==> config.mk <==
export PLATFORM = sky130hd
export DESIGN_NAME = oat_core
export DESIGN_NICKNAME = d
export VERILOG_FILES = /design/src/oat_core.v /design/src/oat_timing.v
export VERILOG_INCLUDE_DIRS = /design/src
export SDC_FILE = /design/constraint.sdc
export NUM_CORES = 1
export LEC_CHECK = 0
export ABC_AREA = 1
export BUFFER_PORTS_ARGS = -buffer_cell sky130_fd_sc_hd__buf_2
export CAP_MARGIN = 20
export CORE_MARGIN = 4
export CORE_UTILIZATION = 45
export CTS_BUF_LIST = sky130_fd_sc_hd__clkbuf_2 sky130_fd_sc_hd__clkbuf_4 sky130_fd_sc_hd__clkbuf_8
export CTS_CLUSTER_DIAMETER = 30
export DETAILED_ROUTE_END_ITERATION = 16
export PLACE_DENSITY = 0.68
export REMOVE_ABC_BUFFERS = 1
export SYNTH_ARGS = -nofsm -noshare
export SYNTH_HDL_FRONTEND = slang
export SYNTH_SLANG_ARGS = --single-unit
export TNS_END_PERCENT = 5
==> constraint.sdc <==
create_clock -name mclk_i -period 6.7 [get_ports mclk_i]
set_input_delay 0.335 -clock mclk_i [delete_from_list [all_inputs] [get_ports mclk_i]]
set_output_delay 0.335 -clock mclk_i [all_outputs]
set_load 0.01 [all_outputs]
==> src/oat_consts.vh <==
`ifndef OAT_CONSTS_VH
`define OAT_CONSTS_VH
// address spaces
`define OAT_SP_IRAM     3'h0
`define OAT_SP_SFR      3'h1
`define OAT_SP_EXTENDED_RAM     3'h2
`define OAT_SP_CODE     3'h3
`define OAT_SP_NONE     3'h4
// addressing modes
`define OAT_M_DIRECT    3'h0
`define OAT_M_INDIRECT  3'h1
`define OAT_M_XDIRECT   3'h2
`define OAT_M_XINDIRECT 3'h3
`define OAT_M_CODEIDX   3'h4
`define OAT_M_NONE      3'h5
// operation classes
`define OAT_OP_ADD      4'h0
`define OAT_OP_ADD_WITH_CARRY_OP     4'h1
`define OAT_OP_SUBTRACT_BORROW_OP     4'h2
`define OAT_OP_INC      4'h3
`define OAT_OP_DEC      4'h4
`define OAT_OP_INCDP    4'h5
`define OAT_OP_MUL      4'h6
`define OAT_OP_DIV      4'h7
`define OAT_OP_AND      4'h8
`define OAT_OP_OR       4'h9
`define OAT_OP_XOR      4'ha
`define OAT_OP_XMOVE    4'hb
`define OAT_OP_CFETCH   4'hc
// source / destination kinds
`define OAT_S_ACC       3'h0
`define OAT_S_BANK      3'h1
`define OAT_S_IND       3'h2
`define OAT_S_DIR       3'h3
`define OAT_S_IMM       3'h4
`define OAT_S_DIR_ACC   3'h5
`define OAT_S_DIR_IMM   3'h6
// counts
`define OAT_CYC_ONE     4'h1
`define OAT_CYC_TWO     4'h2
`define OAT_CYC_THREE   4'h3
`define OAT_CYC_FOUR    4'h4
`define OAT_CYC_NINE    4'h9
`define OAT_BYTES_ONE   2'h1
`define OAT_BYTES_TWO   2'h2
`define OAT_BYTES_THREE 2'h3
`define OAT_UPPER_BIT   7
`define OAT_EXTENDED_RAM_AW     11
`define OAT_CODE_AW     16
`endif

==> src/oat_core.v <==
// Functional notes
// - direct upper-half address goes to function space
// - indirect upper-half address goes to RAM
// - lower half same RAM either mode
// - extended direct uses data pointer address
// - extended indirect uses named pointer register
// - external moves reach only 2 kB RAM
// - code address is accumulator plus pointer
// - add group byte and cycle counts
// - subtract with borrow, add-group counts
// - increment/decrement counts; pointer increment three
// - one/two cycles typical; multiply/divide nine
// - logic immediate to direct: three/three, writeback
// - logic accumulator to direct: two/two, writeback
// - extended move one byte, four cycles
// - code-indexed read one byte, four cycles
`default_nettype none
`include "oat_consts.vh"
module oat_core #(
	parameter EXTENDED_RAM_AW = `OAT_EXTENDED_RAM_AW,
	parameter CODE_AW = `OAT_CODE_AW
) (
	// clock and reset
	input  wire                 mclk_i,
	input  wire                 rst_i,
	// request
	input  wire                 start_i,
	input  wire [3:0]           op_i,
	input  wire [2:0]           mode_i,
	input  wire [2:0]           src_i,
	input  wire                 borrow_i,
	// operand sources
	input  wire [7:0]           oper_addr_i,
	input  wire [7:0]           pointer_register_i,
	input  wire [15:0]          data_pointer_reg_i,
	input  wire [7:0]           acc_i,
	input  wire [7:0]           imm_i,
	input  wire [7:0]           mem_data_i,
	// resolved access
	output reg  [2:0]           space_o,
	output reg  [15:0]          addr_o,
	output reg                  wr_o,
	output reg                  result_to_mem_o,
	output reg  [7:0]           alu_o,
	output reg                  carry_o,
	output reg  [1:0]           bytes_o,
	output reg  [3:0]           cycles_o,
	// sequencing
	output wire                 busy_o,
	output reg                  done_o
);
	localparam ST_IDLE = 1'b0;
	localparam ST_RUN  = 1'b1;

	reg        state_q;
	reg  [3:0] cnt_q;
	wire [1:0] t_bytes;
	wire [3:0] t_cycles;

	oat_timing u_timing (
		.op_i     (op_i),
		.src_i    (src_i),
		.bytes_o  (t_bytes),
		.cycles_o (t_cycles)
	);

	// decoding of the 8-bit internal space per mode
	function [2:0] int_space;
		input [2:0] m;
		input [7:0] a;
		begin
			if (m == `OAT_M_DIRECT && a[`OAT_UPPER_BIT])
				int_space = `OAT_SP_SFR;
			else
				int_space = `OAT_SP_IRAM;
		end
	endfunction

	reg [2:0]  space_d;
	reg [15:0] addr_d;
	reg [8:0]  sum_d;
	reg [7:0]  alu_d;
	reg        to_mem_d;
	reg [7:0]  opnd;

	always @* begin
		space_d = `OAT_SP_NONE;
		addr_d  = 16'h0000;
		case (mode_i)
		`OAT_M_DIRECT, `OAT_M_INDIRECT: begin
			space_d = int_space(mode_i, oper_addr_i);
			addr_d  = {8'h00, oper_addr_i};
		end
		`OAT_M_XDIRECT: begin
			space_d = `OAT_SP_EXTENDED_RAM;
			addr_d  = {{(16 - EXTENDED_RAM_AW){1'b0}}, data_pointer_reg_i[EXTENDED_RAM_AW-1:0]};
		end
		`OAT_M_XINDIRECT: begin
			space_d = `OAT_SP_EXTENDED_RAM;
			addr_d  = {8'h00, pointer_register_i};
		end
		`OAT_M_CODEIDX: begin
			space_d = `OAT_SP_CODE;
			addr_d  = data_pointer_reg_i + {8'h00, acc_i};
		end
		default: begin
			space_d = `OAT_SP_NONE;
			addr_d  = 16'h0000;
		end
		endcase
	end

	always @* begin
		opnd     = (src_i == `OAT_S_IMM || src_i == `OAT_S_DIR_IMM) ? imm_i : mem_data_i;
		sum_d    = 9'h000;
		alu_d    = 8'h00;
		to_mem_d = 1'b0;
		case (op_i)
		`OAT_OP_ADD: begin
			sum_d = {1'b0, acc_i} + {1'b0, opnd};
			alu_d = sum_d[7:0];
		end
		`OAT_OP_ADD_WITH_CARRY_OP: begin
			sum_d = {1'b0, acc_i} + {1'b0, opnd} + {8'h00, borrow_i};
			alu_d = sum_d[7:0];
		end
		`OAT_OP_SUBTRACT_BORROW_OP: begin
			sum_d = {1'b0, acc_i} - {1'b0, opnd} - {8'h00, borrow_i};
			alu_d = sum_d[7:0];
		end
		`OAT_OP_INC: alu_d = (src_i == `OAT_S_ACC) ? acc_i + 8'h01 : mem_data_i + 8'h01;
		`OAT_OP_DEC: alu_d = (src_i == `OAT_S_ACC) ? acc_i - 8'h01 : mem_data_i - 8'h01;
		`OAT_OP_AND: alu_d = (src_i == `OAT_S_DIR_IMM) ? (mem_data_i & imm_i) : (acc_i & opnd);
		`OAT_OP_OR:  alu_d = (src_i == `OAT_S_DIR_IMM) ? (mem_data_i | imm_i) : (acc_i | opnd);
		`OAT_OP_XOR: alu_d = (src_i == `OAT_S_DIR_IMM) ? (mem_data_i ^ imm_i) : (acc_i ^ opnd);
		default: alu_d = mem_data_i;
		endcase
		if ((op_i == `OAT_OP_AND || op_i == `OAT_OP_OR || op_i == `OAT_OP_XOR) &&
		    (src_i == `OAT_S_DIR_ACC || src_i == `OAT_S_DIR_IMM))
			to_mem_d = 1'b1;
		if ((op_i == `OAT_OP_INC || op_i == `OAT_OP_DEC) && src_i != `OAT_S_ACC &&
		    src_i != `OAT_S_BANK)
			to_mem_d = 1'b1;
	end

	assign busy_o = (state_q == ST_RUN);

	always @(posedge mclk_i) begin
		if (rst_i) begin
			state_q         <= ST_IDLE;
			cnt_q           <= 4'h0;
			space_o         <= `OAT_SP_NONE;
			addr_o          <= 16'h0000;
			wr_o            <= 1'b0;
			result_to_mem_o <= 1'b0;
			alu_o           <= 8'h00;
			carry_o         <= 1'b0;
			bytes_o         <= 2'h0;
			cycles_o        <= 4'h0;
			done_o          <= 1'b0;
		end else begin
			done_o <= 1'b0;
			case (state_q)
			ST_IDLE: begin
				if (start_i) begin
					space_o         <= space_d;
					addr_o          <= addr_d;
					wr_o            <= to_mem_d;
					result_to_mem_o <= to_mem_d;
					alu_o           <= alu_d;
					carry_o         <= sum_d[8];
					bytes_o         <= t_bytes;
					cycles_o        <= t_cycles;
					if (t_cycles == `OAT_CYC_ONE) begin
						done_o <= 1'b1;
					end else begin
						cnt_q   <= t_cycles - `OAT_CYC_ONE;
						state_q <= ST_RUN;
					end
				end
			end
			ST_RUN: begin
				if (cnt_q == `OAT_CYC_ONE) begin
					done_o  <= 1'b1;
					state_q <= ST_IDLE;
				end
				cnt_q <= cnt_q - `OAT_CYC_ONE;
			end
			default: state_q <= ST_IDLE;
			endcase
		end
	end
endmodule
`default_nettype wire

==> src/oat_timing.v <==
`default_nettype none
`include "oat_consts.vh"
module oat_timing (
	// operation
	input  wire [3:0] op_i,
	input  wire [2:0] src_i,
	// counts
	output reg  [1:0] bytes_o,
	output reg  [3:0] cycles_o
);
	always @* begin
		bytes_o  = `OAT_BYTES_ONE;
		cycles_o = `OAT_CYC_ONE;
		case (op_i)
		`OAT_OP_ADD, `OAT_OP_ADD_WITH_CARRY_OP, `OAT_OP_SUBTRACT_BORROW_OP, `OAT_OP_AND, `OAT_OP_OR,
		`OAT_OP_XOR: begin
			case (src_i)
			`OAT_S_BANK, `OAT_S_ACC: begin
				bytes_o  = `OAT_BYTES_ONE;
				cycles_o = `OAT_CYC_ONE;
			end
			`OAT_S_IND: begin
				bytes_o  = `OAT_BYTES_ONE;
				cycles_o = `OAT_CYC_TWO;
			end
			`OAT_S_DIR_ACC: begin
				bytes_o  = `OAT_BYTES_TWO;
				cycles_o = `OAT_CYC_TWO;
			end
			`OAT_S_DIR_IMM: begin
				bytes_o  = `OAT_BYTES_THREE;
				cycles_o = `OAT_CYC_THREE;
			end
			default: begin
				bytes_o  = `OAT_BYTES_TWO;
				cycles_o = `OAT_CYC_TWO;
			end
			endcase
		end
		`OAT_OP_INC, `OAT_OP_DEC: begin
			case (src_i)
			`OAT_S_ACC, `OAT_S_BANK: cycles_o = `OAT_CYC_ONE;
			`OAT_S_IND:              cycles_o = `OAT_CYC_TWO;
			default: begin
				bytes_o  = `OAT_BYTES_TWO;
				cycles_o = `OAT_CYC_TWO;
			end
			endcase
		end
		`OAT_OP_INCDP: cycles_o = `OAT_CYC_THREE;
		`OAT_OP_MUL, `OAT_OP_DIV: cycles_o = `OAT_CYC_NINE;
		`OAT_OP_XMOVE, `OAT_OP_CFETCH: cycles_o = `OAT_CYC_FOUR;
		default: cycles_o = `OAT_CYC_ONE;
		endcase
	end
endmodule
`default_nettype wire
# Word level (Yosys, flattened, before mapping)
# Cells that the tools add are included.
# classes
add_sub_neg	11
n_eq_ne	26
n_mux	30
n_bitwise	7
n_reduce_logical	23
# op_table
cell	n
$pmux W16 S4	1
$pmux W8 S8	1
$mux W8	6
$pmux W9 S3	1
$eq A4 B4 Y1 const B	5
$pmux W4 S5	1
$add A16 B8 Y16	1
$add A8 B1 Y8 const B	2
$and A8 B8 Y8	2
$eq A4 B3 Y1 const B	4
$or A8 B8 Y8	2
$sub A8 B1 Y8 const B	2
$xor A8 B8 Y8	2
$eq A3 B3 Y1 const B	4
$eq A4 B1 Y1 const B	3
$pmux W2 S2	3
$reduce_or A2 Y1	6
$add A8 B8 Y9	1
$add A9 B1 Y9	1
$eq A3 B2 Y1 const B	3
$mux W1	9
$pmux W3 S3	1
$sub A8 B8 Y9	1
$sub A9 B1 Y9	1
other kinds (18)	34
# word_totals
reg_bits	41
output_inout_bits	38
word_cells	107

# Logic depth before layout (Yosys ltp)
# logic_depth
word_depth	8
mapped_depth	21
mapped_depth_nobuf	20

# By module
# A second synthesis with hierarchy kept.
# unflattened
hier_cells	868
area_unflattened_um2	5268.8
# by_module_without_submodules
module	n_inst	cells_per_inst	area_each_um2	seq_area_each_um2
oat_core	1	834	5111.2	820.8
oat_timing	1	34	157.7	0.0

# Worst setup path before layout
# Ideal clock, no wire load.
# synth_path
kind	in2reg
start	input src_i[0]
end	register carry_o
setup_ns	0.066
t_arrival_ns	2.720
required_time_ns	6.634
path_slack_ns	3.914
stages	20
path_buffers	1
cell_sequence	inv_1 nand2_1 clkbuf_1 nand2_1 o21ai_0 ha_1 inv_1 fa_1 inv_1 ha_1 inv_1 nor2_2 nand3_2 nor2_4 nand3_1 nand2_1 nand3_1 nand2_1 nand2_1 a21oi_2
# synth_between
elab_chain_len	6
word_cells_on_any_way	9
classes_between	add/sub (4); eq/ne (2); mux (2); reduce/logical (1)
# synth_rtl
item	line_no	source
from (decl)	oat_core.v:30	input wire [2:0] src_i,
$eq A3 B3 Y1 (no source line)	n/a	
$logic_or A1 B1 Y1 (no source line) *	n/a	
$mux W8 *	oat_core.v:114	opnd = (src_i == `OAT_S_IMM || src_i == `OAT_S_DIR_IMM) ? imm_i : mem_data_i;
$sub A8 B8 Y9 or $add A8 B8 Y9 (tied branches)	oat_core.v:128, oat_core.v:120, oat_core.v:124	
$sub A9 B1 Y9 or $add A9 B1 Y9 (tied branches)	oat_core.v:128, oat_core.v:124	
$pmux W9 S3 *	oat_core.v:118	case (op_i)
to (signal assigned)	oat_core.v:171	carry_o <= sum_d[8];
to (decl)	oat_core.v:45	output reg carry_o,
# Every way passes the cells marked *; elsewhere a longest branch is shown, timed or not.
# A chain may end at the register's enable or synchronous reset.

# Worst setup path in the final report
# Ends and elaborated chain as after synthesis.

==> results_dict.tcl <==
set metrics [dict create \
    status "complete, no violations" \
    ctsLongestPathBuffers 2 \
    worstPathMaxFanout 16 \
    top_layer "met4" \
    hold_ws_ps 338.4 \
    gr-usage-all-layers_pct 24.11 \
    worst_slew_margin_rel_pct 26.91 \
    grt_antenna_before_repair 0 \
    drive_gt1_share_pct 17.35 \
    rsz0062_at_grt "no" \
    postCtsHoldBufs 0 \
    coreArea_mm2 0.01094 \
    synth-seq-cells 41 \
    drt-initial-drc-count 574 \
    r2r_slack_ps 4570 \
    fmax_mhz 312.3 \
    final_util_pct 53.12 \
    die_h_um 114.1 \
    tns_ps 0 \
    die_area_mm2 0.01302 \
    clk_pin_slew_ps 90 \
    start_util_pct 46.33 \
    ys_types 47 \
    arrival_ps 3440 \
    drtAntennaViolNets 0 \
    synth_area_leaders "dfxtp_1 (16%), ha_1 (16%), nand2_1 (16%), inv_1 (8.9%), o21ai_0 (6.2%)" \
    layout.area.seq_um2 820.8 \
    period_share_pct 47.79 \
    final_cell_mix "nand2_1 (212), inv_1 (120), buf_2 (107)" \
    power.leakage_nw 3.116 \
    layout_commonest_cell "nand2_1" \
    dpl-instance-area_mm2 0.005689 \
    drc_errors 0 \
    diodes 0 \
    timing.final.crit_period_ps 3202 \
    synth_top_cell_by_area "dfxtp_1" \
    multi_input_area_mm2 0.003659 \
    gp_congestion 0.9414 \
    cts_tree "yes" \
    cts_made_buffers 5 \
    grt_pass1_vias 5281 \
    area_delta_synth_final_pct 14.67 \
    clock_tree.root_cell "clkbuf_8" \
    htreeDepth 2 \
    finalNetCount 1061 \
    route.layer.met1.wl_um 7283 \
    async_reset_ff_share_pct 0 \
    drv_slew 0 \
    synth-seq-area-share_pct 16.20 \
    rows 38 \
    synth_top_area_share_pct 16.20 \
    vdd_ir_drop_max_uv 93.18 \
    synth_edf_count 0 \
    finalHoldViolations 0 \
    finalInstanceArea_mm2 0.005809 \
    syn-cell-area_mm2 0.005066 \
    netlist_instances 823 \
    cts_setup_buffers 0 \
    endpoint_kind "flip-flop" \
    via_per_inst 5.234 \
    insertion_delay_ps 300 \
    max_cap_violations 0 \
    worst_clock_skew_ps 5.181 \
    first_pass_iters 5 \
    wl_per_cell_um 14.74 \
    cts_sinks 41 \
    worstPathRequired_ps 6940 \
    setup_viol 0 \
    io_buffers 107 \
    totalWireLength_um 15650 \
    ctsResizeCount 0 \
    grt_max_degree 34 \
    worstHoldPathType "in2reg" \
    startpoint_type "primary input" \
    grt_pass1_wl_um 25660 \
    routed-wl-met3_um 943 \
    yosysWarningCount 0 \
    ioPinCount 108 \
    crit_type "in2reg" \
    powerDensity_mw_per_mm2 152.0 \
    hpwl_um 12380 \
    via_count 5559 \
    fillers 1151 \
    grt_overflow 0 \
    tightest_slew_ps 1095 \
    die_w_um 114.1 \
    dr_wl_met2_um 7258 \
    ys.flop_type "dfxtp_1" \
    syn_area_per_cell_um2 6.156 \
]
[Yosys cell counts (2+ instances only)]
master	count
a21o_1	2
a21oi_1	62
a21oi_2	5
a221oi_1	2
a22oi_1	3
a31oi_1	4
buf_2	4
buf_6	3
clkbuf_1	8
dfxtp_1	41
fa_1	5
ha_1	65
inv_1	120
inv_2	11
nand2_1	212
nand2_2	8
nand3_1	58
nand3_2	3
nand3b_1	2
nand4_1	11
nor2_1	60
nor2_2	8
nor2_4	3
nor3_1	6
o211ai_1	13
o21a_1	2
o21ai_0	63
o21ai_1	3
o21bai_1	3
o22ai_1	7
o31ai_1	2
or2_1	2
xnor2_1	6
xor2_1	3
[critical path, cell delays in order]
cell and delay (ps):
buf_2 120, inv_1 100, nand2_1 350, o21ai_0 500, ha_1 300, inv_1 70
fa_1 450, inv_1 90, ha_1 140, inv_1 50, nor2_2 180, nand3_2 140
nor2_4 120, nand3_1 80, nand2_1 70, nand3_1 60, nand2_1 80, nand2_1 60
a21oi_2 140
[power by group]
group          total (mW)  internal (mW)  switching (mW)
Combinational       0.388          0.139           0.249
Sequential          0.273          0.261          0.0114
Clock               0.222          0.121           0.101
[stage by stage]
stage / power (mW) / std cells / setup slack (ps)
detailed placement: 0.6618 / 1054 / 3233
finish: 0.8830 / 1062 / 3498
global placement: 0.6577 / 1054 / 3363
global route: 0.9558 / 1062 / 3179
floorplan: 0.5401 / 806 / 3894
CTS: 0.8843 / 1062 / 3549
[kinds of logic (layout without fill, tap and decap cells)]
logic type / count (synthesis) / in the layout / share of synthesized area [%]
and+or+nand+nor: 377 / 377 / 32.28
AOI/OAI and AO/OA: 178 / 178 / 20.35
buffers and inverters: 148 / 247 / 11.58
adders and majority gates: 70 / 70 / 18.03
DFF: 41 / 41 / 16.20
xor gates and xnor gates: 9 / 9 / 1.556
[worst paths after layout]
| kind | cells past startpoint | to | startpoint |
|---|---|---|---|
| setup reg to reg | 6 | alu_o[1] | busy_o |
| hold reg to reg | 2 | addr_o[10] | addr_o[10] |
| hold / removal | 3 | cnt_q[3] | op_i[1] |
| setup / recovery | 19 | carry_o | src_i[0] |
[layout make-up]
type	count	area share, %
Multi-Input combinational cell	634	62.98
Sequential cell	41	14.13
Inverter	131	8.464
Timing Repair Buffer	108	9.347
Clock buffer	6	1.421
Tap cell	140	3.015
Clock inverter	2	0.6461
[registers in the layout, summed over array words and instances (netlist names)]
register / cells
addr_o: 16
alu_o: 8
cnt_q: 4
cycles_o: 4
space_o: 3
bytes_o: 2
busy_o: 1
carry_o: 1
done_o: 1
result_to_mem_o: 1
[layer usage]
metal  vias up  track usage [%]
met1      2479            32.78
li1       2887                -
met3        16            4.070
met2       177            41.02
met5         -                0
met4         0            3.484
Power figures use the tool's default switching activity.
